File: config.mk
export PLATFORM = sky130hd
export DESIGN_NAME = charge_cycle_timing_and_status
export DESIGN_NICKNAME = d
export VERILOG_FILES = /design/src/design/charge_pkg.sv /design/src/design/charge_cycle_timing_and_status.sv /design/src/design/tick_divider.sv
export VERILOG_INCLUDE_DIRS = /design/src /design/src/design
export SDC_FILE = /design/constraint.sdc
export NUM_CORES = 1
export LEC_CHECK = 0
export BUFFER_PORTS_ARGS = -buffer_cell sky130_fd_sc_hd__buf_2
export CORE_ASPECT_RATIO = 1.1
export CORE_MARGIN = 10
export CORE_UTILIZATION = 50
export DETAILED_ROUTE_END_ITERATION = 6
export GPL_TIMING_DRIVEN = 0
export MAX_ROUTING_LAYER = met4
export PLACE_DENSITY = 0.68
export SLEW_MARGIN = 30
export SYNTH_ARGS = -nofsm -noshare
export SYNTH_HDL_FRONTEND = slang
export SYNTH_SLANG_ARGS = --single-unit
File: constraint.sdc
create_clock -name ref_clk -period 2.9 [get_ports ref_clk]
set_input_delay 0.87 -clock ref_clk [delete_from_list [all_inputs] [get_ports ref_clk]]
set_output_delay 0.87 -clock ref_clk [all_outputs]
set_load 0.005 [all_outputs]
File: src/design/charge_defines.svh
// register offsets, field positions, reset values and timing counts for the charge timing block
// assumes a 10 MHz core clock and a 16-bit register port with 4-bit addresses
//
// Functional notes
// - terminate above recharge level, below termination current
// - charge done turns battery switch off unless supplement requested
// - termination sets phase 11, pulses host event
// - no termination during input or thermal regulation
// - termination enable 0 blocks termination
// - top-off timer runs, running flag readable
// - top-off pauses, halves with safety timer
// - top-off clears on enable, termination, reset
// - top-off length latched at termination
// - event at top-off start and expiry
// - safety limit 2h low battery, else selected
// - safety expiry sets fault 11, pulses event
// - timer enable 0 disables safety timer
// - regulation halves safety rate unless disabled
// - fault freezes safety timer, resumes later
// - charge enable toggle resets safety timer
// - flag high during minimum system regulation
// - switch off bit, immediate or delayed
// - shipping exits on adapter, clear, reset
// - input good only when all qualifications hold
// - phase codes 00 off 01 pre 10 fast 11 done
`ifndef CHARGE_DEFINES_SVH
`define CHARGE_DEFINES_SVH

// ==========================================
// register map
`define CTRL_ADDR 4'h0
`define STATUS_ADDR 4'h4
`define CTRL_RESET 16'h010f

// ==========================================
// control fields
`define CTRL_TERM_EN 0
`define CTRL_TIMER_EN 1
`define CTRL_HALF_RATE 2
`define CTRL_CHG_EN 3
`define CTRL_SW_OFF 4
`define CTRL_SW_DELAY 5
`define CTRL_REG_RESET 6
`define CTRL_FAST_LSB 8
`define CTRL_TOPOFF_LSB 10
`define CTRL_IND_LSB 12

// ==========================================
// status fields
`define STAT_PHASE_LSB 0
`define STAT_FAULT_LSB 2
`define STAT_TOPOFF 4
`define STAT_MIN_SYSTEM_VOLTAGE_FIELD 5
`define STAT_INPUT_GOOD 6
`define STAT_SWITCH_ON 7
`define STAT_SHIPPING 8

// ==========================================
// timing
`define CLK_PERIOD_NS 100
`define TICK_TIME_NS 1000000000
`define TICK_CYCLES (`TICK_TIME_NS / `CLK_PERIOD_NS)
`define BLINK_HALF_NS 500000000
`define BLINK_HALF_CYCLES (`BLINK_HALF_NS / `CLK_PERIOD_NS)
`define SAFETY_LOW_S 17'd7200
`define SAFETY_5H_S 17'd18000
`define SAFETY_10H_S 17'd36000
`define SAFETY_15H_S 17'd54000
`define SAFETY_20H_S 17'd72000
`define TOPOFF_15M_S 16'd900
`define TOPOFF_30M_S 16'd1800
`define TOPOFF_45M_S 16'd2700
`define SHIP_DELAY_S 16'd10

`endif

File: src/design/charge_pkg.sv
// types shared by the charge timing block
// assumes charge_defines.svh supplies the numeric constants
package charge_pkg;

   // ==========================================
   // conditioned analog comparator outcomes
   typedef struct packed {
      logic vbat_above_recharge;
      logic ichg_below_term;
      logic in_current_reg;
      logic in_voltage_reg;
      logic thermal_reg;
      logic vbat_above_low;
      logic vbat_above_precharge;
      logic fault_present;
      logic sys_at_min;
      logic vbus_above_uvlo;
      logic vbus_above_bat;
      logic vbus_below_ov;
      logic not_poor_source;
      logic src_detect_done;
      logic adapter_present;
      logic supplement_req;
   } analog_in_t;

   // ==========================================
   // charge cycle states
   typedef enum logic [2:0] {
      ST_DISABLED,
      ST_CHARGING,
      ST_TOPOFF,
      ST_DONE,
      ST_FAULT
   } cycle_state_t;

endpackage : charge_pkg

File: src/design/charge_cycle_timing_and_status.sv
// charge cycle timing, status flags, shipping mode and indicator pin
// assumes comparator outcomes arrive asynchronously and a simple strobe register port
//
// Implementation choices: the register offsets and strobed register access.
`timescale 1ns/10ps
`include "charge_defines.svh"
module charge_cycle_timing_and_status #(
   parameter int unsigned TICK_CYCLES = `TICK_CYCLES,
   parameter int unsigned BLINK_HALF_CYCLES = `BLINK_HALF_CYCLES
) (
   input wire logic ref_clk,
   input wire logic reset,
   input wire logic [3:0] reg_addr,
   input wire logic [15:0] reg_wdata,
   input wire logic reg_wr,
   input wire logic reg_rd,
   output logic [15:0] reg_rdata,
   input wire logic charge_ce_n,
   input wire charge_pkg::analog_in_t analog_in,
   output logic host_event,
   output logic battery_switch_on,
   output logic input_good_pin,
   output logic indicator_out,
   output logic indicator_oe
);
   // ==========================================
   // input synchronisers
   localparam int W = $bits(charge_pkg::analog_in_t) + 1;
   logic [W-1:0] sync1;
   logic [W-1:0] sync2;
   charge_pkg::analog_in_t ain;
   logic ce_n_s;

   always_ff @(posedge ref_clk) begin
      sync1 <= reset ? {1'b1, {(W-1){1'b0}}} : {charge_ce_n, analog_in};
      sync2 <= reset ? {1'b1, {(W-1){1'b0}}} : sync1;
   end
   assign ain = sync2[W-2:0];
   assign ce_n_s = sync2[W-1];

   // ==========================================
   // control register
   logic [15:0] ctrl;
   logic adapter_q;
   wire ctrl_wr = reg_wr && (reg_addr == `CTRL_ADDR);
   wire reg_reset_wr = ctrl_wr && reg_wdata[`CTRL_REG_RESET];
   wire adapter_rise = ain.adapter_present && !adapter_q;
   wire term_en = ctrl[`CTRL_TERM_EN];
   wire timer_en = ctrl[`CTRL_TIMER_EN];
   wire half_en = ctrl[`CTRL_HALF_RATE];
   wire sw_off = ctrl[`CTRL_SW_OFF];
   wire sw_delay = ctrl[`CTRL_SW_DELAY];
   wire [1:0] fast_charge_limit_sel = ctrl[`CTRL_FAST_LSB +: 2];
   wire [1:0] topoff_sel = ctrl[`CTRL_TOPOFF_LSB +: 2];
   wire [1:0] indicator_function_sel = ctrl[`CTRL_IND_LSB +: 2];

   always_ff @(posedge ref_clk) begin
      adapter_q <= reset ? 1'b0 : ain.adapter_present;
      if (reset || reg_reset_wr) begin
         ctrl <= `CTRL_RESET;
      end else if (ctrl_wr) begin
         ctrl <= reg_wdata & 16'h3f3f;
      end else if (adapter_rise) begin
         ctrl[`CTRL_SW_OFF] <= 1'b0;
      end
   end

   // ==========================================
   // limit lookups
   function automatic logic [16:0] fast_limit(input logic [1:0] sel);
      unique case (sel)
         2'b00: fast_limit = `SAFETY_5H_S;
         2'b01: fast_limit = `SAFETY_10H_S;
         2'b10: fast_limit = `SAFETY_15H_S;
         2'b11: fast_limit = `SAFETY_20H_S;
      endcase
   endfunction : fast_limit

   function automatic logic [15:0] topoff_limit(input logic [1:0] sel);
      unique case (sel)
         2'b00: topoff_limit = 16'h0000;
         2'b01: topoff_limit = `TOPOFF_15M_S;
         2'b10: topoff_limit = `TOPOFF_30M_S;
         2'b11: topoff_limit = `TOPOFF_45M_S;
      endcase
   endfunction : topoff_limit

   // ==========================================
   // time base
   logic sec_tick;
   logic blink_tick;
   logic half_phase;

   tick_divider #(.PERIOD(TICK_CYCLES)) u_sec (
      .ref_clk(ref_clk),
      .reset(reset),
      .tick(sec_tick)
   );

   // dedicated divider so the blink rate never follows the half-rate timers
   tick_divider #(.PERIOD(BLINK_HALF_CYCLES)) u_blink (
      .ref_clk(ref_clk),
      .reset(reset),
      .tick(blink_tick)
   );

   wire reg_active = ain.in_current_reg || ain.in_voltage_reg || ain.thermal_reg;
   wire half_active = half_en && reg_active;
   wire suspended = ain.fault_present;
   wire slow_tick = sec_tick && (!half_active || half_phase);

   always_ff @(posedge ref_clk) begin
      if (reset || !half_active) begin
         half_phase <= 1'b0;
      end else if (sec_tick) begin
         half_phase <= !half_phase;
      end
   end

   // ==========================================
   // charge cycle state machine
   charge_pkg::cycle_state_t state;
   charge_pkg::cycle_state_t next_state;
   logic [16:0] safety_cnt;
   logic [15:0] topoff_cnt;
   logic [15:0] topoff_lim;
   logic charge_en_q;

   wire charge_en = ctrl[`CTRL_CHG_EN] && !ce_n_s && !sw_off;
   wire charge_en_rise = charge_en && !charge_en_q;
   wire [16:0] safety_lim = ain.vbat_above_low ? fast_limit(fast_charge_limit_sel)
                                               : `SAFETY_LOW_S;
   wire term_cond = term_en && !reg_active && ain.vbat_above_recharge
                    && ain.ichg_below_term;
   wire expire_cond = timer_en && (safety_cnt >= safety_lim);
   wire topoff_done = topoff_cnt >= topoff_lim;

   always_comb begin
      next_state = state;
      unique case (state)
         charge_pkg::ST_DISABLED: begin
            if (charge_en) begin
               next_state = charge_pkg::ST_CHARGING;
            end
         end
         charge_pkg::ST_CHARGING: begin
            if (!charge_en) begin
               next_state = charge_pkg::ST_DISABLED;
            end else if (expire_cond) begin
               next_state = charge_pkg::ST_FAULT;
            end else if (term_cond) begin
               next_state = (topoff_sel != 2'b00) ? charge_pkg::ST_TOPOFF
                                                  : charge_pkg::ST_DONE;
            end
         end
         charge_pkg::ST_TOPOFF: begin
            if (!charge_en) begin
               next_state = charge_pkg::ST_DISABLED;
            end else if (topoff_done) begin
               next_state = charge_pkg::ST_DONE;
            end else if (!ain.vbat_above_recharge) begin
               next_state = charge_pkg::ST_CHARGING;
            end
         end
         charge_pkg::ST_DONE: begin
            if (!charge_en) begin
               next_state = charge_pkg::ST_DISABLED;
            end else if (!ain.vbat_above_recharge) begin
               next_state = charge_pkg::ST_CHARGING;
            end
         end
         charge_pkg::ST_FAULT: begin
            if (!charge_en) begin
               next_state = charge_pkg::ST_DISABLED;
            end
         end
         default: next_state = charge_pkg::ST_DISABLED;
      endcase
   end

   wire in_charging = state == charge_pkg::ST_CHARGING;
   wire in_topoff = state == charge_pkg::ST_TOPOFF;
   wire in_done = state == charge_pkg::ST_DONE;
   wire in_fault = state == charge_pkg::ST_FAULT;
   wire enter_term = in_charging && (next_state == charge_pkg::ST_TOPOFF
                                     || next_state == charge_pkg::ST_DONE);
   wire topoff_end = in_topoff && (next_state == charge_pkg::ST_DONE);
   wire expire = in_charging && (next_state == charge_pkg::ST_FAULT);
   // entering top-off coincides with termination, so one pulse marks both
   wire next_event = enter_term || topoff_end || expire;

   always_ff @(posedge ref_clk) begin
      if (reset) begin
         state <= charge_pkg::ST_DISABLED;
         charge_en_q <= 1'b0;
         host_event <= 1'b0;
      end else begin
         state <= next_state;
         charge_en_q <= charge_en;
         host_event <= next_event;
      end
   end

   // ==========================================
   // safety and top-off timers
   always_ff @(posedge ref_clk) begin
      if (reset || charge_en_rise) begin
         safety_cnt <= '0;
      end else if (in_charging && timer_en && !suspended && slow_tick) begin
         safety_cnt <= safety_cnt + 17'd1;
      end
   end

   always_ff @(posedge ref_clk) begin
      if (reset) begin
         topoff_lim <= '0;
      end else if (enter_term) begin
         topoff_lim <= topoff_limit(topoff_sel);
      end
   end

   always_ff @(posedge ref_clk) begin
      if (reset || charge_en_rise || enter_term || reg_reset_wr) begin
         topoff_cnt <= '0;
      end else if (in_topoff && !suspended && slow_tick) begin
         topoff_cnt <= topoff_cnt + 16'd1;
      end
   end

   // ==========================================
   // shipping mode
   logic shipping;
   logic [15:0] ship_cnt;

   always_ff @(posedge ref_clk) begin
      if (reset || !sw_off) begin
         shipping <= 1'b0;
         ship_cnt <= '0;
      end else if (!sw_delay || ship_cnt >= `SHIP_DELAY_S) begin
         shipping <= 1'b1;
      end else if (sec_tick) begin
         ship_cnt <= ship_cnt + 16'd1;
      end
   end

   // ==========================================
   // status and pins
   logic [1:0] charge_phase_field;
   logic [1:0] charge_fault_field;
   logic blink;

   always_comb begin
      unique case (state)
         charge_pkg::ST_CHARGING:
            charge_phase_field = ain.vbat_above_precharge ? 2'b10 : 2'b01;
         charge_pkg::ST_TOPOFF, charge_pkg::ST_DONE:
            charge_phase_field = 2'b11;
         default: charge_phase_field = 2'b00;
      endcase
   end
   assign charge_fault_field = in_fault ? 2'b11 : 2'b00;

   wire input_good_flag = ain.vbus_above_uvlo && ain.vbus_above_bat && ain.vbus_below_ov
                          && ain.not_poor_source && ain.src_detect_done;
   wire next_switch_on = !shipping && !(in_done && !ain.supplement_req);
   wire charging_now = in_charging || in_topoff;
   wire suspend_now = in_fault || ain.fault_present;
   wire next_oe = (indicator_function_sel != 2'b11)
                  && (suspend_now ? blink : charging_now);

   wire [15:0] status_word = {7'h00, shipping, battery_switch_on, input_good_flag,
                              ain.sys_at_min, in_topoff, charge_fault_field,
                              charge_phase_field};
   wire [15:0] read_mux = (reg_addr == `CTRL_ADDR) ? ctrl
                        : (reg_addr == `STATUS_ADDR) ? status_word : 16'h0000;

   always_ff @(posedge ref_clk) begin
      if (reset) begin
         blink <= 1'b0;
         battery_switch_on <= 1'b1;
         input_good_pin <= 1'b1;
         indicator_out <= 1'b0;
         indicator_oe <= 1'b0;
         reg_rdata <= '0;
      end else begin
         blink <= blink ^ blink_tick;
         battery_switch_on <= next_switch_on;
         input_good_pin <= !input_good_flag;
         indicator_out <= 1'b0;
         indicator_oe <= next_oe;
         reg_rdata <= reg_rd ? read_mux : 16'h0000;
      end
   end

   // ==========================================
   // checks
   a_term_phase: assert property (@(posedge ref_clk) disable iff (reset)
      enter_term |=> charge_phase_field == 2'b11 && host_event)
      else $error("termination did not set phase and event");
   a_no_term_reg: assert property (@(posedge ref_clk) disable iff (reset)
      in_charging && reg_active |=> !(in_topoff || in_done))
      else $error("termination during regulation");
   a_no_term_dis: assert property (@(posedge ref_clk) disable iff (reset)
      in_charging && !term_en |=> !(in_topoff || in_done))
      else $error("termination while disabled");
   a_topoff_hold: assert property (@(posedge ref_clk) disable iff (reset)
      in_topoff && suspended && !charge_en_rise && !reg_reset_wr |=> $stable(topoff_cnt))
      else $error("top-off counted while suspended");
   a_expiry_fault: assert property (@(posedge ref_clk) disable iff (reset)
      expire |=> charge_fault_field == 2'b11 && host_event)
      else $error("expiry did not raise fault");
   a_timer_off: assert property (@(posedge ref_clk) disable iff (reset)
      in_charging && !timer_en |=> !in_fault)
      else $error("fault with timer disabled");
   a_safety_freeze: assert property (@(posedge ref_clk) disable iff (reset)
      in_charging && suspended && !charge_en_rise |=> $stable(safety_cnt))
      else $error("safety timer moved during fault");
   a_restart_clear: assert property (@(posedge ref_clk) disable iff (reset)
      charge_en_rise |=> safety_cnt == 17'h00000)
      else $error("restart did not clear safety timer");
   a_ship_now: assert property (@(posedge ref_clk) disable iff (reset)
      sw_off && !sw_delay && !reg_reset_wr && !ctrl_wr && !adapter_rise
      |=> ##1 !battery_switch_on)
      else $error("switch not off in shipping");
   a_input_good: assert property (@(posedge ref_clk) disable iff (reset)
      !input_good_pin |-> $past(input_good_flag))
      else $error("input good pin low without qualification");
   a_half_rate: assert property (@(posedge ref_clk) disable iff (reset)
      half_active && !half_phase && !charge_en_rise |=> $stable(safety_cnt))
      else $error("safety timer counted on a skipped tick");
   a_topoff_clear: assert property (@(posedge ref_clk) disable iff (reset)
      reg_reset_wr |=> topoff_cnt == 16'h0000)
      else $error("register reset did not clear top-off timer");
   a_ship_exit: assert property (@(posedge ref_clk) disable iff (reset)
      !sw_off |=> !shipping)
      else $error("shipping held after switch off bit cleared");
   a_switch_done: assert property (@(posedge ref_clk) disable iff (reset)
      in_done && !ain.supplement_req |=> !battery_switch_on)
      else $error("battery switch on after charge done");
   a_event_pulse: assert property (@(posedge ref_clk) disable iff (reset)
      host_event |=> !host_event)
      else $error("host event longer than one cycle");
   a_blink_off: assert property (@(posedge ref_clk) disable iff (reset)
      indicator_function_sel == 2'b11 |=> !indicator_oe)
      else $error("indicator driven while disabled");
endmodule : charge_cycle_timing_and_status

File: src/design/tick_divider.sv
// free running divider giving a one-cycle tick every PERIOD cycles
// assumes a single clock and synchronous active-high reset
`timescale 1ns/10ps
module tick_divider #(
   parameter int unsigned PERIOD = 10
) (
   input wire logic ref_clk,
   input wire logic reset,
   output logic tick
);
   logic [31:0] count;
   wire last = (count == 32'(PERIOD - 1));

   always_ff @(posedge ref_clk) begin
      if (reset || last) begin
         count <= '0;
      end else begin
         count <= count + 32'd1;
      end
   end

   always_ff @(posedge ref_clk) begin
      tick <= !reset && last;
   end
endmodule : tick_divider

==> parameters.txt <==
Parameter                              Value

Run status
  Result of the run ... finished with violations
  Violated checks ... DRC

Timing
  Minimum period implied by the final worst setup slack ... between 2 and 3 ns
  Top achievable clock speed ... 367 MHz
  Final slew viol count ... 0
  Worst max-slew margin expressed relative to the limit ... 49.9%
  Worst clock skew ... 0.00722 ns
  Setup repair after global routing missed its margin ... false
  Final setup violation count ... 0
  Worst setup slack after layout ... around 0.18 ns
  Final Cycle Share ... between 90% and 100%
  Final count of hold timing violations ... 0
  Pin slew with the least headroom to its limit ... 0.751 ns
  Worst hold-check slack ... 0.415 ns
  Fin Setup TNS ... 0 ns

Synth
  Count of state elements after synthesis ... ~190
  Async SR Flop Fraction ... 0%
  Avg Synthesized Cell Area ... 9.19 um2
  Number of warnings issued by yosys ... 0
  Synth Instances ... 920
  Netlist area before placement ... 8450 um2
  Share of synthesized area occupied by flip-flops and latches ... 45.7%
  Number of synthesized flops with an enable pin ... 0
  Number of distinct library cells after synthesis ... 64
  Most used flip-flop cell after synthesis ... sky130_fd_sc_hd__dfxtp_1

Critical path
  Sort of element at the end of the critical path ... register
  Data arrival at the endpoint of the critical path ... a little over 3 ns
  Stage delay of the slowest cell on the critical path ... roughly 0.45 ns
  Slowest library cell on the worst path ... sky130_fd_sc_hd__dfxtp_1
  Type of element launching the critical path ... register
  CP Class ... register to register
  Family with the most delay on the worst path ... compound AO/OA/AOI/OAI gates
  Critical path cell sequence ... inv_1 -> ha_1 -> nand2_1 -> ha_1 -> nand4_1 -> nor3_1 -> o21ai_2 -> a211o_1 -> a2111oi_1
  Number of buffer and inverter instances along the worst setup path ... 1
  Required @ worst endpoint ... roughly 3.2 ns
  Maximum net fanout on the critical path ... 8
  Crit path top cell by count ... sky130_fd_sc_hd__ha_1

Finish
  Fraction of final layout cells with drive strength greater than 1 ... 12.6%
  Fill cell count ... 1495
  Layout Utilization ... 58.5%
  Layout overhead on the synthesized area ... 14.2%
  Final nets ... 1075

GRT
  Pin count of the biggest net entering global routing ... 18
  Wire length of the first global-routing pass ... 30500 um
  Initial antenna violation count ... 1
  Global-route congestion overflow total ... 0
  Via count of the first global-routing pass ... between 6000 and 7000
  Overall routing resource usage ... 17.2%

Place
  HPWL reported at the end of detailed placement ... 13300 um
  Worst slack, placed ... -0.109 ns
  IO Port Bufs ... 55
  Final estimated routing congestion in global placement ... 0.920

Routing
  Total iterations of the first detailed-routing run ... 7
  Post-detailed-route count of antenna-violating nets ... 0
  Violation count after the first detailed-routing iteration ... 403
  Vias post-DR ... 6473
  Routed WL per cell ... 14.9 um
  Remaining design rule violation count ... 1
  Via density ... 5.32
  Wire length reported by the detailed router ... between 15000 and 20000 um

Die
  Num ports ... 62
  Die Area ... about 23000 um2
  Starting Density ... between 50% and 60%
  Placeable core area ... about 16000 um2
  FP Rows ... 49
  Die Ht ... 156 um
  Horizontal die dimension ... 144 um

Clock tree
  Number of hold buffers added after cts ... 0
  Number of sinks handled by clock tree synthesis ... 193
  TritonCTS clock tree ... built
  Register clock-pin slew on the reported worst setup and hold paths ... 0.07 ns
  Clock latency reported for the late side of the worst-skew pair ... 0.43 ns
  Total CTS buffers ... 17
  H-Tree Depth ... 4
  Max Buffers Root-to-Sink ... 2
  Root Buffer ... sky130_fd_sc_hd__clkbuf_16

Pwr
  Leakage power figure ... between 3 and 4 nW
  PD cells ... 555 nW/um2
  Post-layout total power ... 5.36 mW
  Max IR drop VDD ... 0.000437 V

Flow run
  Reported max-cap violation count ... 0

Hold path
  HP Class ... register to register
-- cells in the mapped netlist (all sizes together), types with 19 or more instances --
library cell / number / area (um2)
a21oi: 27 / 135
and2: 21 / 131
clkbuf: 21 / 78.8
dfxtp: 193 / 3860
ha: 36 / 450
inv: 36 / 135
nand2: 39 / 146
nand3: 40 / 210
nand4: 39 / 256
nor2: 113 / 424
nor2b: 37 / 231
nor3: 47 / 263
nor4: 19 / 146
o21ai: 19 / 98.8
xnor2: 49 / 429
xor2: 39 / 342
-- cells in the final DEF, fill, tap and decap left out, types with 14 or more instances in the layout --
cell type	synthesis	final
sky130_fd_sc_hd__dfxtp_1	193	193
sky130_fd_sc_hd__nor2_1	113	113
sky130_fd_sc_hd__buf_2	10	65
sky130_fd_sc_hd__xnor2_1	49	49
sky130_fd_sc_hd__nor3_1	44	44
sky130_fd_sc_hd__nand2_1	39	39
sky130_fd_sc_hd__xor2_1	39	39
sky130_fd_sc_hd__nand3_1	38	38
sky130_fd_sc_hd__nor2b_1	37	37
sky130_fd_sc_hd__nand4_1	37	37
sky130_fd_sc_hd__inv_1	36	36
sky130_fd_sc_hd__ha_1	36	36
sky130_fd_sc_hd__a21oi_1	27	27
sky130_fd_sc_hd__clkbuf_1	21	21
sky130_fd_sc_hd__and2_1	21	21
sky130_fd_sc_hd__clkbuf_16	0	17
sky130_fd_sc_hd__nor4_1	16	16
sky130_fd_sc_hd__o21ai_0	17	16
sky130_fd_sc_hd__and4_1	15	15
sky130_fd_sc_hd__and3_1	14	14
-- cell families (layout without fill, tap and decap cells) --
family	after synthesis	count (layout)	synth area share, %
buffers and inverters	73	162	3.57
AO/OA/AOI/OAI	95	95	7.62
flip-flops	193	193	45.7
XOR/XNOR	88	88	9.12
adder cells (fa/ha/maj)	36	36	5.33
other	1	4	0.0444
multiplexers	4	4	0.474
AND/OR/NAND/NOR	430	430	28.1
-- power breakdown --
part	switching, mW	leakage, nW	internal, mW
registers	0.0211	1.56	2.68
clock network	1.04	0.293	1.45
logic	0.0944	1.76	0.0616
total	1.16	3.62	4.19
-- routing by layer --
| metal | global-route usage [%] | part of all wire, % |
|---|---|---|
| met5 | - | 0 |
| met4 | 5.45 | 1.5 |
| met2 | 28.0 | 48 |
| met1 | 20.7 | 46 |
| met3 | 3.60 | 3.9 |
-- stage by stage --
step | cells | cell area, um2
floorplan | 922 | 8460
global placement | 1181 | 8990
detailed placement | 1181 | 8990
CTS | 1213 | 9630
global route | 1216 | 9650
finish | 1216 | 9650
-- worst register-to-register path: stages, from the launching register on --
cell and delay (ns):
sky130_fd_sc_hd__dfxtp_1 0.45, sky130_fd_sc_hd__inv_1 0.10, sky130_fd_sc_hd__ha_1 0.31, sky130_fd_sc_hd__nand2_1 0.09
sky130_fd_sc_hd__ha_1 0.31, sky130_fd_sc_hd__nand4_1 0.16, sky130_fd_sc_hd__nor3_1 0.38, sky130_fd_sc_hd__o21ai_2 0.22
sky130_fd_sc_hd__a211o_1 0.30, sky130_fd_sc_hd__a2111oi_1 0.31
-- worst paths after layout --
path / cells past startpoint / start / slack (ns) / to
min: 1 / sync2[4] / 0.41 / input_good_pin
max: 9 / ctrl[8] / 0.18 / state[2]
min reg2reg: 1 / sync2[4] / 0.41 / input_good_pin
max reg2reg: 9 / ctrl[8] / 0.18 / state[2]
-- final cells by class --
type                            instances  area, um2  share of cell area (%)
Antenna cell                            1       2.50                  0.0259
Buffer                                 37        166                    1.72
Clock buffer                           17        425                    4.41
Clock inverter                         15        206                    2.14
Inverter                               36        135                    1.40
Multi-Input combinational cell        656       4310                    44.6
Sequential cell                       193       3860                    40.0
Tap cell                              204        255                    2.64
Timing Repair Buffer                   57        290                    3.01
-- registers in the layout (all words and copies together) (netlist names) --
register,count
adapter_q,1
battery_switch_on,1
blink,1
charge_en_q,1
ctrl,12
half_phase,1
host_event,1
indicator_oe,1
input_good_pin,1
reg_rdata,14
safety_cnt,17
ship_cnt,16
shipping,1
state,3
sync1,17
sync2,17
topoff_cnt,16
topoff_lim,6
u_blink.count,32
u_blink.tick,1
u_sec.count,32
u_sec.tick,1
-- repair_timing --
action,CTS,global route
endpoints found under the setup margin,10,12
pin swaps,0,1
setup buffers,0,2
gates resized for setup,2,2
Power figures use the tool's default switching activity.
